### config.mk
export PLATFORM = sky130hd
export DESIGN_NAME = bsp_strap_loader
export DESIGN_NICKNAME = d
export VERILOG_FILES = /design/src/inc/bsp_pkg.sv /design/src/hw/bsp_pin_route.sv /design/src/hw/bsp_strap_loader.sv
export SDC_FILE = /design/constraint.sdc
export NUM_CORES = 1
export LEC_CHECK = 0
export BUFFER_PORTS_ARGS = -buffer_cell sky130_fd_sc_hd__buf_2
export CAP_MARGIN = 20
export CORE_MARGIN = 5
export CORE_UTILIZATION = 42
export DETAILED_ROUTE_END_ITERATION = 16
export PLACE_DENSITY = 0.86
export SLEW_MARGIN = 20
export SYNTH_ARGS = -nofsm -noshare
export SYNTH_HDL_FRONTEND = slang
export SYNTH_SLANG_ARGS = --single-unit
### constraint.sdc
create_clock -name ref_clk -period 4 [get_ports ref_clk]
set_input_delay 0 -clock ref_clk [delete_from_list [all_inputs] [get_ports ref_clk]]
set_output_delay 0 -clock ref_clk [all_outputs]
set_load 0.01 [all_outputs]
### src/inc/bsp_pkg.sv
package bsp_pkg;

  // register byte addresses
  localparam logic [11:0] ADDR_CHIP_CONFIG   = 12'h000;
  localparam logic [11:0] ADDR_EXT_BUS_CH0   = 12'h004;
  localparam logic [11:0] ADDR_PIN_MUX       = 12'h008;
  localparam logic [11:0] ADDR_STRAP_RAW     = 12'h00C;

  // strap data bus positions
  localparam int DATA_BOARD_BOOT_FIELD_LSB   = 8;
  localparam int DATA_BOARD_BOOT_FIELD_W     = 8;
  localparam int DATA_TIMER_BIT  = 7;
  localparam int DATA_STROBE_BIT = 5;
  localparam int DATA_WAIT_BIT   = 4;
  localparam int DATA_ARB_BIT    = 2;
  localparam int DATA_WIDTH_LSB  = 0;
  localparam int DATA_STRAP_W    = 16;

  // strap address bus positions
  localparam int ADDR_ECC_BIT    = 18;
  localparam int ADDR_AUDIO_BIT  = 9;
  localparam int ADDR_STRAP_W    = 20;

  // chip_config_reg layout
  localparam int CC_BOARD_BOOT_FIELD_LSB     = 0;
  localparam int CC_TIMER_BIT    = 8;
  localparam int CC_ARB_BIT      = 9;

  // ext_bus_ch0_ctrl layout
  localparam int EB_WIDTH_LSB    = 0;
  localparam int EB_WAIT_LSB     = 2;
  localparam int EB_WAIT_W       = 2;
  localparam int EB_STROBE_BIT   = 4;

  // pin mux register layout
  localparam int PM_ECC_BIT      = 0;
  localparam int PM_AUDIO_BIT    = 1;

  // reset values before any strap capture
  localparam logic [31:0] RST_CHIP_CONFIG = 32'h0000_0000;
  localparam logic [31:0] RST_EXT_BUS_CH0 = 32'h0000_0000;
  localparam logic [31:0] RST_PIN_MUX     = 32'h0000_0000;

  // boot width encodings
  localparam logic [1:0] WIDTH_RSVD = 2'h0;
  localparam logic [1:0] WIDTH_32   = 2'h1;
  localparam logic [1:0] WIDTH_16   = 2'h2;
  localparam logic [1:0] WIDTH_8    = 2'h3;

endpackage

### src/hw/bsp_pin_route.sv
`timescale 1ns/1ps
module bsp_pin_route (
  input  wire logic       ecc_sel,
  input  wire logic       audio_sel,
  input  wire logic [7:0] ecc_check_bits_out,
  input  wire logic [7:0] ecc_check_bits_oe,
  input  wire logic [7:0] gpio_hi_out,
  input  wire logic [7:0] gpio_hi_oe,
  input  wire logic [7:0] cb_pin_in,
  output logic      [7:0] cb_pin_out,
  output logic      [7:0] cb_pin_oe,
  output logic      [7:0] ecc_check_bits_in,
  output logic      [7:0] gpio_hi_in,
  input  wire logic [3:0] dma_req_in,
  output logic      [3:0] dma_request_pins,
  input  wire logic       dma_gnt2_out,
  output logic            dma_grant2_pin,
  input  wire logic       audio_reset_n,
  input  wire logic       audio_sync,
  input  wire logic       audio_sdout,
  output logic            audio_sdin,
  output logic            audio_bitclk,
  input  wire logic [4:2] gpio_lo_out,
  input  wire logic [4:2] gpio_lo_oe,
  input  wire logic [4:2] gpio_lo_pin_in,
  output logic      [4:2] gpio_lo_pin_out,
  output logic      [4:2] gpio_lo_pin_oe,
  output logic      [4:2] gpio_lo_in
);

  // check-bit pins: ecc or general io bits 15..8 in the same order
  always_comb begin
    cb_pin_out        = ecc_sel ? ecc_check_bits_out : gpio_hi_out;
    cb_pin_oe         = ecc_sel ? ecc_check_bits_oe  : gpio_hi_oe;
    ecc_check_bits_in = ecc_sel ? cb_pin_in : 8'h00;
    gpio_hi_in        = ecc_sel ? 8'h00 : cb_pin_in;
  end

  // audio routing looks only at audio_sel, ecc routing only at ecc_sel
  always_comb begin
    dma_request_pins    = dma_req_in;
    dma_grant2_pin      = dma_gnt2_out;
    gpio_lo_pin_out     = gpio_lo_out;
    gpio_lo_pin_oe      = gpio_lo_oe;
    gpio_lo_in          = gpio_lo_pin_in;
    audio_sdin          = 1'b0;
    audio_bitclk        = 1'b0;
    if (audio_sel) begin
      // pin 2 of the request group is driven as the link reset output
      dma_request_pins[2] = audio_reset_n;
      dma_grant2_pin      = audio_sync;
      gpio_lo_pin_out[4]  = audio_sdout;
      gpio_lo_pin_oe      = 3'h1 << 2;
      audio_sdin          = gpio_lo_pin_in[3];
      audio_bitclk        = gpio_lo_pin_in[2];
      gpio_lo_pin_out[3]  = 1'b0;
      gpio_lo_pin_out[2]  = 1'b0;
      gpio_lo_in          = 3'h0;
    end
  end

endmodule

### src/hw/bsp_strap_loader.sv
`timescale 1ns/1ps
module bsp_strap_loader (
  input  wire logic        ref_clk,
  input  wire logic        reset,
  input  wire logic [15:0] strap_data,
  input  wire logic [19:0] strap_addr,
  input  wire logic        psel,
  input  wire logic        penable,
  input  wire logic        pwrite,
  input  wire logic [11:0] paddr,
  input  wire logic [31:0] pwdata,
  output logic      [31:0] prdata,
  output logic             pready,
  output logic             pslverr,
  output logic      [7:0]  board_boot_field,
  output logic             core_timer_irq_off,
  output logic             arbiter_select,
  output logic             byte_strobe_style,
  output logic      [1:0]  wait_ack_mode,
  output logic      [1:0]  boot_width,
  output logic             ecc_sel,
  output logic             audio_sel,
  input  wire logic [7:0]  ecc_check_bits_out,
  input  wire logic [7:0]  ecc_check_bits_oe,
  input  wire logic [7:0]  gpio_hi_out,
  input  wire logic [7:0]  gpio_hi_oe,
  input  wire logic [7:0]  cb_pin_in,
  output logic      [7:0]  cb_pin_out,
  output logic      [7:0]  cb_pin_oe,
  output logic      [7:0]  ecc_check_bits_in,
  output logic      [7:0]  gpio_hi_in,
  input  wire logic [3:0]  dma_req_in,
  output logic      [3:0]  dma_request_pins,
  input  wire logic        dma_gnt2_out,
  output logic             dma_grant2_pin,
  input  wire logic        audio_reset_n,
  input  wire logic        audio_sync,
  input  wire logic        audio_sdout,
  output logic             audio_sdin,
  output logic             audio_bitclk,
  input  wire logic [4:2]  gpio_lo_out,
  input  wire logic [4:2]  gpio_lo_oe,
  input  wire logic [4:2]  gpio_lo_pin_in,
  output logic      [4:2]  gpio_lo_pin_out,
  output logic      [4:2]  gpio_lo_pin_oe,
  output logic      [4:2]  gpio_lo_in
);

  ////////////////////////////////////////////////////////////////////////////
  logic        reset_d_ff;
  logic        capture;
  logic [7:0]  board_boot_field_ff;
  logic        timer_off_ff;
  logic        arb_ff;
  logic        strobe_ff;
  logic [1:0]  wait_ff;
  logic [1:0]  width_ff;
  logic        ecc_sel_ff;
  logic        audio_sel_ff;
  logic [15:0] raw_data_ff;
  logic [3:0]  raw_addr_ff;
  logic        wr_en;
  logic        rd_hit;
  logic [31:0] nxt_prdata;
  logic [31:0] prdata_ff;

  // capture happens on the first edge after reset falls; the straps seen there
  // are the ones present at release, so the board must hold them one cycle
  always_ff @(posedge ref_clk) begin
    if (reset) begin
      reset_d_ff <= 1'b1;
    end else begin
      reset_d_ff <= 1'b0;
    end
  end

  assign capture = reset_d_ff && !reset;

  function automatic logic addr_is(input logic [11:0] a, input logic [11:0] target);
    addr_is = (a == target);
  endfunction

  assign wr_en = psel && penable && pwrite;

  ////////////////////////////////////////////////////////////////////////////
  // chip configuration fields
  always_ff @(posedge ref_clk) begin
    if (reset) begin
      board_boot_field_ff      <= bsp_pkg::RST_CHIP_CONFIG[7:0];
      timer_off_ff <= bsp_pkg::RST_CHIP_CONFIG[bsp_pkg::CC_TIMER_BIT];
      arb_ff       <= bsp_pkg::RST_CHIP_CONFIG[bsp_pkg::CC_ARB_BIT];
    end else if (capture) begin
      board_boot_field_ff      <= strap_data[bsp_pkg::DATA_BOARD_BOOT_FIELD_LSB +: bsp_pkg::DATA_BOARD_BOOT_FIELD_W];
      timer_off_ff <= !strap_data[bsp_pkg::DATA_TIMER_BIT];
      arb_ff       <= strap_data[bsp_pkg::DATA_ARB_BIT];
    end else if (wr_en && addr_is(paddr, bsp_pkg::ADDR_CHIP_CONFIG)) begin
      board_boot_field_ff      <= pwdata[bsp_pkg::CC_BOARD_BOOT_FIELD_LSB +: 8];
      timer_off_ff <= pwdata[bsp_pkg::CC_TIMER_BIT];
      arb_ff       <= pwdata[bsp_pkg::CC_ARB_BIT];
    end
  end

  ////////////////////////////////////////////////////////////////////////////
  // external bus channel 0 control fields
  always_ff @(posedge ref_clk) begin
    if (reset) begin
      strobe_ff <= bsp_pkg::RST_EXT_BUS_CH0[bsp_pkg::EB_STROBE_BIT];
      wait_ff   <= bsp_pkg::RST_EXT_BUS_CH0[bsp_pkg::EB_WAIT_LSB +: 2];
      width_ff  <= bsp_pkg::RST_EXT_BUS_CH0[bsp_pkg::EB_WIDTH_LSB +: 2];
    end else if (capture) begin
      strobe_ff  <= strap_data[bsp_pkg::DATA_STROBE_BIT];
      wait_ff[0] <= strap_data[bsp_pkg::DATA_WAIT_BIT];
      width_ff   <= strap_data[bsp_pkg::DATA_WIDTH_LSB +: 2];
    end else if (wr_en && addr_is(paddr, bsp_pkg::ADDR_EXT_BUS_CH0)) begin
      strobe_ff <= pwdata[bsp_pkg::EB_STROBE_BIT];
      wait_ff   <= pwdata[bsp_pkg::EB_WAIT_LSB +: bsp_pkg::EB_WAIT_W];
      width_ff  <= pwdata[bsp_pkg::EB_WIDTH_LSB +: 2];
    end
  end

  ////////////////////////////////////////////////////////////////////////////
  // pin mux selections, latched from the address straps
  always_ff @(posedge ref_clk) begin
    if (reset) begin
      ecc_sel_ff   <= bsp_pkg::RST_PIN_MUX[bsp_pkg::PM_ECC_BIT];
      audio_sel_ff <= bsp_pkg::RST_PIN_MUX[bsp_pkg::PM_AUDIO_BIT];
    end else if (capture) begin
      ecc_sel_ff   <= strap_addr[bsp_pkg::ADDR_ECC_BIT];
      audio_sel_ff <= strap_addr[bsp_pkg::ADDR_AUDIO_BIT];
    end else if (wr_en && addr_is(paddr, bsp_pkg::ADDR_PIN_MUX)) begin
      ecc_sel_ff   <= pwdata[bsp_pkg::PM_ECC_BIT];
      audio_sel_ff <= pwdata[bsp_pkg::PM_AUDIO_BIT];
    end
  end

  // raw strap snapshot for software inspection, read only
  always_ff @(posedge ref_clk) begin
    if (reset) begin
      raw_data_ff <= 16'h0000;
      raw_addr_ff <= 4'h0;
    end else if (capture) begin
      raw_data_ff <= strap_data;
      raw_addr_ff <= {2'h0, strap_addr[bsp_pkg::ADDR_ECC_BIT],
                      strap_addr[bsp_pkg::ADDR_AUDIO_BIT]};
    end
  end

  ////////////////////////////////////////////////////////////////////////////
  // apb slave: zero wait states, unmapped reads zero with slave error
  assign pready = 1'b1;
  assign rd_hit = addr_is(paddr, bsp_pkg::ADDR_CHIP_CONFIG) ||
                  addr_is(paddr, bsp_pkg::ADDR_EXT_BUS_CH0) ||
                  addr_is(paddr, bsp_pkg::ADDR_PIN_MUX) ||
                  addr_is(paddr, bsp_pkg::ADDR_STRAP_RAW);
  assign pslverr = psel && penable && !rd_hit;

  always_comb begin
    nxt_prdata = 32'h0000_0000;
    if (psel && !pwrite) begin
      if (addr_is(paddr, bsp_pkg::ADDR_CHIP_CONFIG)) begin
        nxt_prdata[bsp_pkg::CC_BOARD_BOOT_FIELD_LSB +: 8]  = board_boot_field_ff;
        nxt_prdata[bsp_pkg::CC_TIMER_BIT]      = timer_off_ff;
        nxt_prdata[bsp_pkg::CC_ARB_BIT]        = arb_ff;
      end else if (addr_is(paddr, bsp_pkg::ADDR_EXT_BUS_CH0)) begin
        nxt_prdata[bsp_pkg::EB_WIDTH_LSB +: 2] = width_ff;
        nxt_prdata[bsp_pkg::EB_WAIT_LSB +: 2]  = wait_ff;
        nxt_prdata[bsp_pkg::EB_STROBE_BIT]     = strobe_ff;
      end else if (addr_is(paddr, bsp_pkg::ADDR_PIN_MUX)) begin
        nxt_prdata[bsp_pkg::PM_ECC_BIT]        = ecc_sel_ff;
        nxt_prdata[bsp_pkg::PM_AUDIO_BIT]      = audio_sel_ff;
      end else if (addr_is(paddr, bsp_pkg::ADDR_STRAP_RAW)) begin
        nxt_prdata[15:0]  = raw_data_ff;
        nxt_prdata[19:16] = raw_addr_ff;
      end
    end
  end

  // read data is taken in the setup phase so the access phase sees a flop and
  // zero wait states survive; a read whose setup lands on the capture edge
  // returns the reset image, so software must not read in that one cycle
  always_ff @(posedge ref_clk) begin
    if (reset) begin
      prdata_ff <= 32'h0000_0000;
    end else if (psel && !penable && !pwrite) begin
      prdata_ff <= nxt_prdata;
    end
  end

  assign prdata             = prdata_ff;
  assign board_boot_field   = board_boot_field_ff;
  assign core_timer_irq_off = timer_off_ff;
  assign arbiter_select     = arb_ff;
  assign byte_strobe_style  = strobe_ff;
  assign wait_ack_mode      = wait_ff;
  assign boot_width         = width_ff;
  assign ecc_sel            = ecc_sel_ff;
  assign audio_sel          = audio_sel_ff;

  ////////////////////////////////////////////////////////////////////////////
  // both ecc and upper io use the same pins; a board that wants both gets
  // whichever ecc_sel says, which is the only safe reading
  bsp_pin_route u_route (
    .ecc_sel            (ecc_sel_ff),
    .audio_sel          (audio_sel_ff),
    .ecc_check_bits_out (ecc_check_bits_out),
    .ecc_check_bits_oe  (ecc_check_bits_oe),
    .gpio_hi_out        (gpio_hi_out),
    .gpio_hi_oe         (gpio_hi_oe),
    .cb_pin_in          (cb_pin_in),
    .cb_pin_out         (cb_pin_out),
    .cb_pin_oe          (cb_pin_oe),
    .ecc_check_bits_in  (ecc_check_bits_in),
    .gpio_hi_in         (gpio_hi_in),
    .dma_req_in         (dma_req_in),
    .dma_request_pins   (dma_request_pins),
    .dma_gnt2_out       (dma_gnt2_out),
    .dma_grant2_pin     (dma_grant2_pin),
    .audio_reset_n      (audio_reset_n),
    .audio_sync         (audio_sync),
    .audio_sdout        (audio_sdout),
    .audio_sdin         (audio_sdin),
    .audio_bitclk       (audio_bitclk),
    .gpio_lo_out        (gpio_lo_out),
    .gpio_lo_oe         (gpio_lo_oe),
    .gpio_lo_pin_in     (gpio_lo_pin_in),
    .gpio_lo_pin_out    (gpio_lo_pin_out),
    .gpio_lo_pin_oe     (gpio_lo_pin_oe),
    .gpio_lo_in         (gpio_lo_in)
  );

endmodule

# After elaboration in Yosys (flattened, before gate mapping)
# Cells that the tools add are included.
[word_totals]
word_cells = 76
in_bits = 142
out_inout_bits = 99
ff_bits = 56
[op_classes]
muxes = 36
n_eq_ne = 3
n_reduce_logical = 23
n_bitwise = 1
[op_table]
columns = ["cell", "n"]
rows = [
  ["8-bit two-way mux", 6],
  ["12-bit by 4-bit equality test with 1-bit output, second input constant", 2],
  ["10-bit two-way mux", 2],
  ["20-bit two-way mux", 1],
  ["18-bit two-way mux", 1],
  ["1-bit two-way mux", 17],
  ["16-bit two-way mux", 1],
  ["13-bit two-way mux", 1],
  ["12-bit by 3-bit equality test with 1-bit output, second input constant", 1],
  ["12-bit zero test", 1],
  ["1-bit logical AND", 10],
  ["3-bit two-way mux", 3],
  ["2-bit two-way mux", 3],
  ["2-bit nonzero test", 3],
  ["1-bit zero test", 5],
  ["5-bit two-way mux", 1],
  ["1-bit logical OR", 3],
  ["2-bit AND reduction", 1],
  ["1-bit inverter", 1],
]

# Depth between registers and ports, before layout
[depth]
ltp_word = 6
ltp_mapped = 6
mapped_depth_nobuf = 4

# Cells and area by module
# From an unflattened synthesis, not the netlist that was laid out.
[unflattened]
cells_unflattened = 343
hier_area_um2 = 2955.3
[modules_own_cells]
columns = ["module", "n_inst", "cells_each", "area_each_um2"]
rows = [
  ["bsp_strap_loader", 1, 291, 2523.7],
  ["bsp_pin_route", 1, 52, 431.7],
]

# Worst setup path before layout
# No wires, ideal clock.
[synth_timing]
path_kind = "in2reg"
from = "input paddr[9]"
to = "register wait_ff[0], in the netlist wait_ack_mode[0]"
n_path_buf = 2
t_arrival_ps = 1750
required_ps = 3897
stages = 6
slack_ps = 2146
cell_sequence = "or4_4 > buf_6 > or4_4 > buf_6 > nor3b_1 > a2111oi_2"
[synth_via]
elab_chain_len = 3
[synth_rtl]
columns = ["element", "line_no", "rtl"]
rows = [
  ["from (decl)", "bsp_strap_loader.sv:10", "input wire logic [11:0] paddr,"],
  ["12-bit by 3-bit equality test with 1-bit output", "bsp_strap_loader.sv:80", "addr_is = (a == target);"],
  ["1-bit logical AND", "bsp_strap_loader.sv:114", "end else if (wr_en && addr_is(paddr, bsp_pkg::ADDR_EXT_BUS_CH0)) begin"],
  ["2-bit nonzero test (no line)", "n/a", ""],
  ["to (signal assigned)", "bsp_strap_loader.sv:108", "wait_ff <= bsp_pkg::RST_EXT_BUS_CH0[bsp_pkg::EB_WAIT_LSB +: 2];"],
  ["to (signal assigned)", "bsp_strap_loader.sv:112", "wait_ff[0] <= strap_data[bsp_pkg::DATA_WAIT_BIT];"],
  ["to (signal assigned)", "bsp_strap_loader.sv:116", "wait_ff <= pwdata[bsp_pkg::EB_WAIT_LSB +: bsp_pkg::EB_WAIT_W];"],
  ["to (decl)", "bsp_strap_loader.sv:56", "logic [1:0] wait_ff;"],
]
# No other way between the ends.
# A chain may end at the register's enable or synchronous reset.

# Final worst setup path
[layout_timing]
from = "register reset_d_ff"
to = "register board_boot_field_ff[6], in the netlist board_boot_field[6]"
[layout_via]
elab_chain_len = 2
[layout_rtl]
columns = ["element", "line_no", "rtl"]
rows = [
  ["from (decl)", "bsp_strap_loader.sv:50", "logic reset_d_ff;"],
  ["from (signal assigned)", "bsp_strap_loader.sv:71", "reset_d_ff <= 1'b1;"],
  ["from (signal assigned)", "bsp_strap_loader.sv:73", "reset_d_ff <= 1'b0;"],
  ["1-bit logical AND *", "bsp_strap_loader.sv:77", "assign capture = reset_d_ff && !reset;"],
  ["8-bit two-way mux or 2-bit nonzero test (tied branches)", "n/a", ""],
  ["to (signal assigned)", "bsp_strap_loader.sv:89", "board_boot_field_ff <= bsp_pkg::RST_CHIP_CONFIG[7:0];"],
  ["to (signal assigned)", "bsp_strap_loader.sv:93", "board_boot_field_ff <= strap_data[bsp_pkg::DATA_BOARD_BOOT_FIELD_LSB +: bsp_pkg::DATA_BOARD_BOOT_FIELD_W];"],
  ["to (signal assigned)", "bsp_strap_loader.sv:97", "board_boot_field_ff <= pwdata[bsp_pkg::CC_BOARD_BOOT_FIELD_LSB +: 8];"],
  ["to (decl)", "bsp_strap_loader.sv:52", "logic [7:0] board_boot_field_ff;"],
]
# Mark *: on every way between the ends. The rest lies on a longest branch, timed or not.

==> results.json <==
{
  "synth_warnings": 0,
  "grt_max_degree": 48,
  "synth-compound-area-share": 0.1137,
  "synth_simple_gate_area_share": 0.2437,
  "netlist_area_mm2": 0.002927,
  "cp-start-kind": "flip-flop",
  "layout_common_cells": "179 x buf_2, 52 x dfxtp_1, 36 x nor2_1",
  "antenna_found_initial": 0,
  "cp-end-kind": "flip-flop",
  "cts_num_sinks": 54,
  "first_pass_iters": 4,
  "holdPathEnd": "dma_request_pins[1]",
  "cts_tree": "built",
  "synth_top_family_by_area": "simple AND/OR/NAND/NOR gates",
  "pre_cts_ws_ps": 1890,
  "holdWs_ps": 0.004472,
  "skew_ps": 6.843,
  "start_util": 0.4308,
  "met2_length_mm": 5.069,
  "cp_data_arrival_time_ps": 2120,
  "drc_errors": 0,
  "ys_seq_area_frac": 0.3694,
  "cts_setup_buffers": 0,
  "grt_pass1_vias": 2934,
  "worst_slew_pin_slew_ps": 961.6,
  "path_class": "reg -> reg",
  "m1WireLength_mm": 3.369,
  "cts_resized": 0,
  "wl_met3_um": 856,
  "min_path_type": "in -> out",
  "final_common_cell": "buf_2",
  "cp.required_ps": 4190,
  "antenna_cells": 0,
  "hold_viol": 0,
  "finalWorstSetupSlack_ps": 2068,
  "hold_buffers": 19,
  "grt_overflow": 0,
  "leakage_nw": 1.997,
  "design.die.area_mm2": 0.008738,
  "final.min_clock_period_ps": 1932,
  "worstHoldStart": "dma_req_in[1]",
  "routed_wl_mm": 9.511,
  "power.density_mw_per_mm2": 319.5,
  "core-area_mm2": 0.006794,
  "syn_to_final_growth_pct": 40.19,
  "via_per_inst": 4.970,
  "layout-drive-gt1-share": 0.4632,
  "pin_count": 241,
  "num_vias": 2977,
  "globalplace.congestion": 0.8289,
  "power_mw": 1.311,
  "synth.avg_cell_area_um2": 9.005,
  "grt_pass1_wl_mm": 14.29,
  "fmax_mhz": 517.7,
  "synth_cell_types": 38,
  "chipWidth_um": 93.48,
  "finalSetupViolCount": 0,
  "hpwlAfterDp_mm": 7.446,
  "netlist_instances": 325,
  "cts_buffer_depth": 2,
  "clk_pin_slew_ps": 90,
  "synth.area.mux_share": 0.1753,
  "rrSetupSlack_ps": 2070,
  "htreeDepth": 2,
  "std_cell_rows": 30,
  "synthXorXnorAreaFrac": 0,
  "whs_path_depth": 0,
  "final_nets": 644,
  "synth-adder-area-share": 0,
  "dieHeight_um": 93.48,
  "r2r_start": "reset_d_ff",
  "cts_root_buf": "clkbuf_8",
  "r2r-end": "board_boot_field[6]",
  "status": "finished clean",
  "dr.max_layer_used": "met4",
  "fin_tns_setup_ps": 0,
  "path_max_fanout": 45,
  "portBuffers": 179,
  "ys_ff_latch": 54,
  "drv_slew": 0,
  "grt_usage": 0.2035,
  "cap_violations": 0,
  "clock_insertion_delay_worst_skew_ps": 310,
  "rsz0062_at_grt": "no",
  "drt_iter0_markers": 112,
  "relSlewSlack": 0.3589,
  "fin_crit_sh": 0.4829,
  "ant_nets": 0,
  "numCtsBuffers": 5,
  "ir_worst_vdd_v": 0.0002591,
  "reg2regPathDepth": 3,
  "wire_per_inst_um": 15.88
}
==> cells by family (layout without fill, tap and decap cells) <==
logic type / Yosys count / after routing
muxes: 47 / 47
DFF: 54 / 54
and+or+nand+nor: 128 / 128
other: 2 / 15
AOI/OAI and AO/OA: 43 / 43
buffers and inverters: 51 / 216
==> per-stage QoR <==
stage | area [um^2] | util | cells
floorplan | 2975 | - | 338
finish | 4103 | 0.6039 | 599
detailed placement | 3769 | 0.5547 | 572
global route | 4103 | 0.6039 | 599
CTS | 4101 | 0.6037 | 599
global placement | 3769 | 0.5547 | 572
==> synthesized netlist by cell type <==
| cell type | instances | area, um^2 |
|---|---|---|
| nand2b_1 | 1 | 6.260 |
| a211oi_1 | 8 | 60.06 |
| buf_4 | 18 | 135.1 |
| nor2_1 | 36 | 135.1 |
| buf_1 | 3 | 11.26 |
| buf_2 | 4 | 20.02 |
| mux2i_1 | 22 | 220.2 |
| clkbuf_1 | 17 | 63.81 |
| nor3_1 | 16 | 80.08 |
| o21ai_0 | 2 | 10.01 |
| o41ai_1 | 1 | 8.760 |
| nor3_2 | 3 | 30.03 |
| dfxtp_1 | 54 | 1081 |
| buf_6 | 2 | 22.52 |
| inv_1 | 7 | 26.28 |
| a2111oi_0 | 10 | 87.58 |
| a21oi_1 | 7 | 35.03 |
| mux2_2 | 22 | 247.7 |
| and2_1 | 11 | 68.82 |
| nand3_1 | 3 | 15.01 |
| or3b_2 | 1 | 8.760 |
| or2_2 | 4 | 25.02 |
| a32oi_1 | 1 | 8.760 |
| or4_1 | 2 | 15.01 |
| nor2b_1 | 23 | 143.9 |
| or4b_2 | 2 | 20.02 |
| or4_4 | 2 | 22.52 |
| o21ai_1 | 1 | 5.000 |
| nand2_1 | 12 | 45.04 |
| a22o_1 | 8 | 70.07 |
| conb_1 | 2 | 7.510 |
| nor4_2 | 2 | 25.02 |
| mux2_4 | 3 | 45.04 |
| o221ai_1 | 2 | 17.52 |
| o21a_1 | 2 | 15.01 |
| a2111oi_2 | 1 | 15.01 |
| nor4_1 | 2 | 12.51 |
| nor3b_1 | 8 | 60.06 |
==> worst max-delay path by stage <==
stage,from,endpoint,slack (ps),cells after the start
2_1_floorplan,paddr[9],wait_ack_mode[0],2150,6
3_3_place_gp,paddr[5],prdata[17],1940,5
3_5_place_dp,paddr[5],prdata[11],1890,5
4_1_cts,ecc_sel,cb_pin_out[1],1980,2
5_1_grt,reset_d_ff,board_boot_field[5],1890,3
6_report,reset_d_ff,board_boot_field[6],2070,3
==> critical path, cell delays in order, from the launching register on <==
cell	delay [ps]
dfxtp_2	970
buf_4	390
nor3_1	80
a2111oi_0	360
==> where the power goes <==
part / switching, mW / internal, mW / leakage (nW)
combinational: 0.127 / 0.140 / 1.48
clock: 0.178 / 0.267 / 0.0714
sequential: 0.0341 / 0.564 / 0.444
total: 0.340 / 0.971 / 2.00
==> per-layer routing <==
metal / vias to the layer above / track usage
li1: 1455 / -
met1: 1380 / 0.2074
met2: 122 / 0.3990
met3: 20 / 0.05149
met4: 0 / 0.06227
met5: - / 0
==> flip-flops by register name (all words and copies together) (netlist names) <==
signal              count
prdata                 18
raw_data_ff            16
board_boot_field        8
boot_width              2
raw_addr_ff             2
wait_ack_mode           2
arbiter_select          1
audio_sel               1
byte_strobe_style       1
core_timer_irq_off      1
ecc_sel                 1
reset_d_ff              1
==> final cells by class <==
| class | instances | area [um^2] |
|---|---|---|
| fill | 574 | 2691 |
| multi-input combinational | 233 | 1622 |
| timing repair buffer | 201 | 1109 |
| sequential | 54 | 1084 |
| tap | 96 | 120.1 |
| clock buffer | 6 | 82.58 |
| clock inverter | 2 | 60.06 |
| inverter | 7 | 26.28 |
Note: power is estimated with default switching activity, not from simulation.
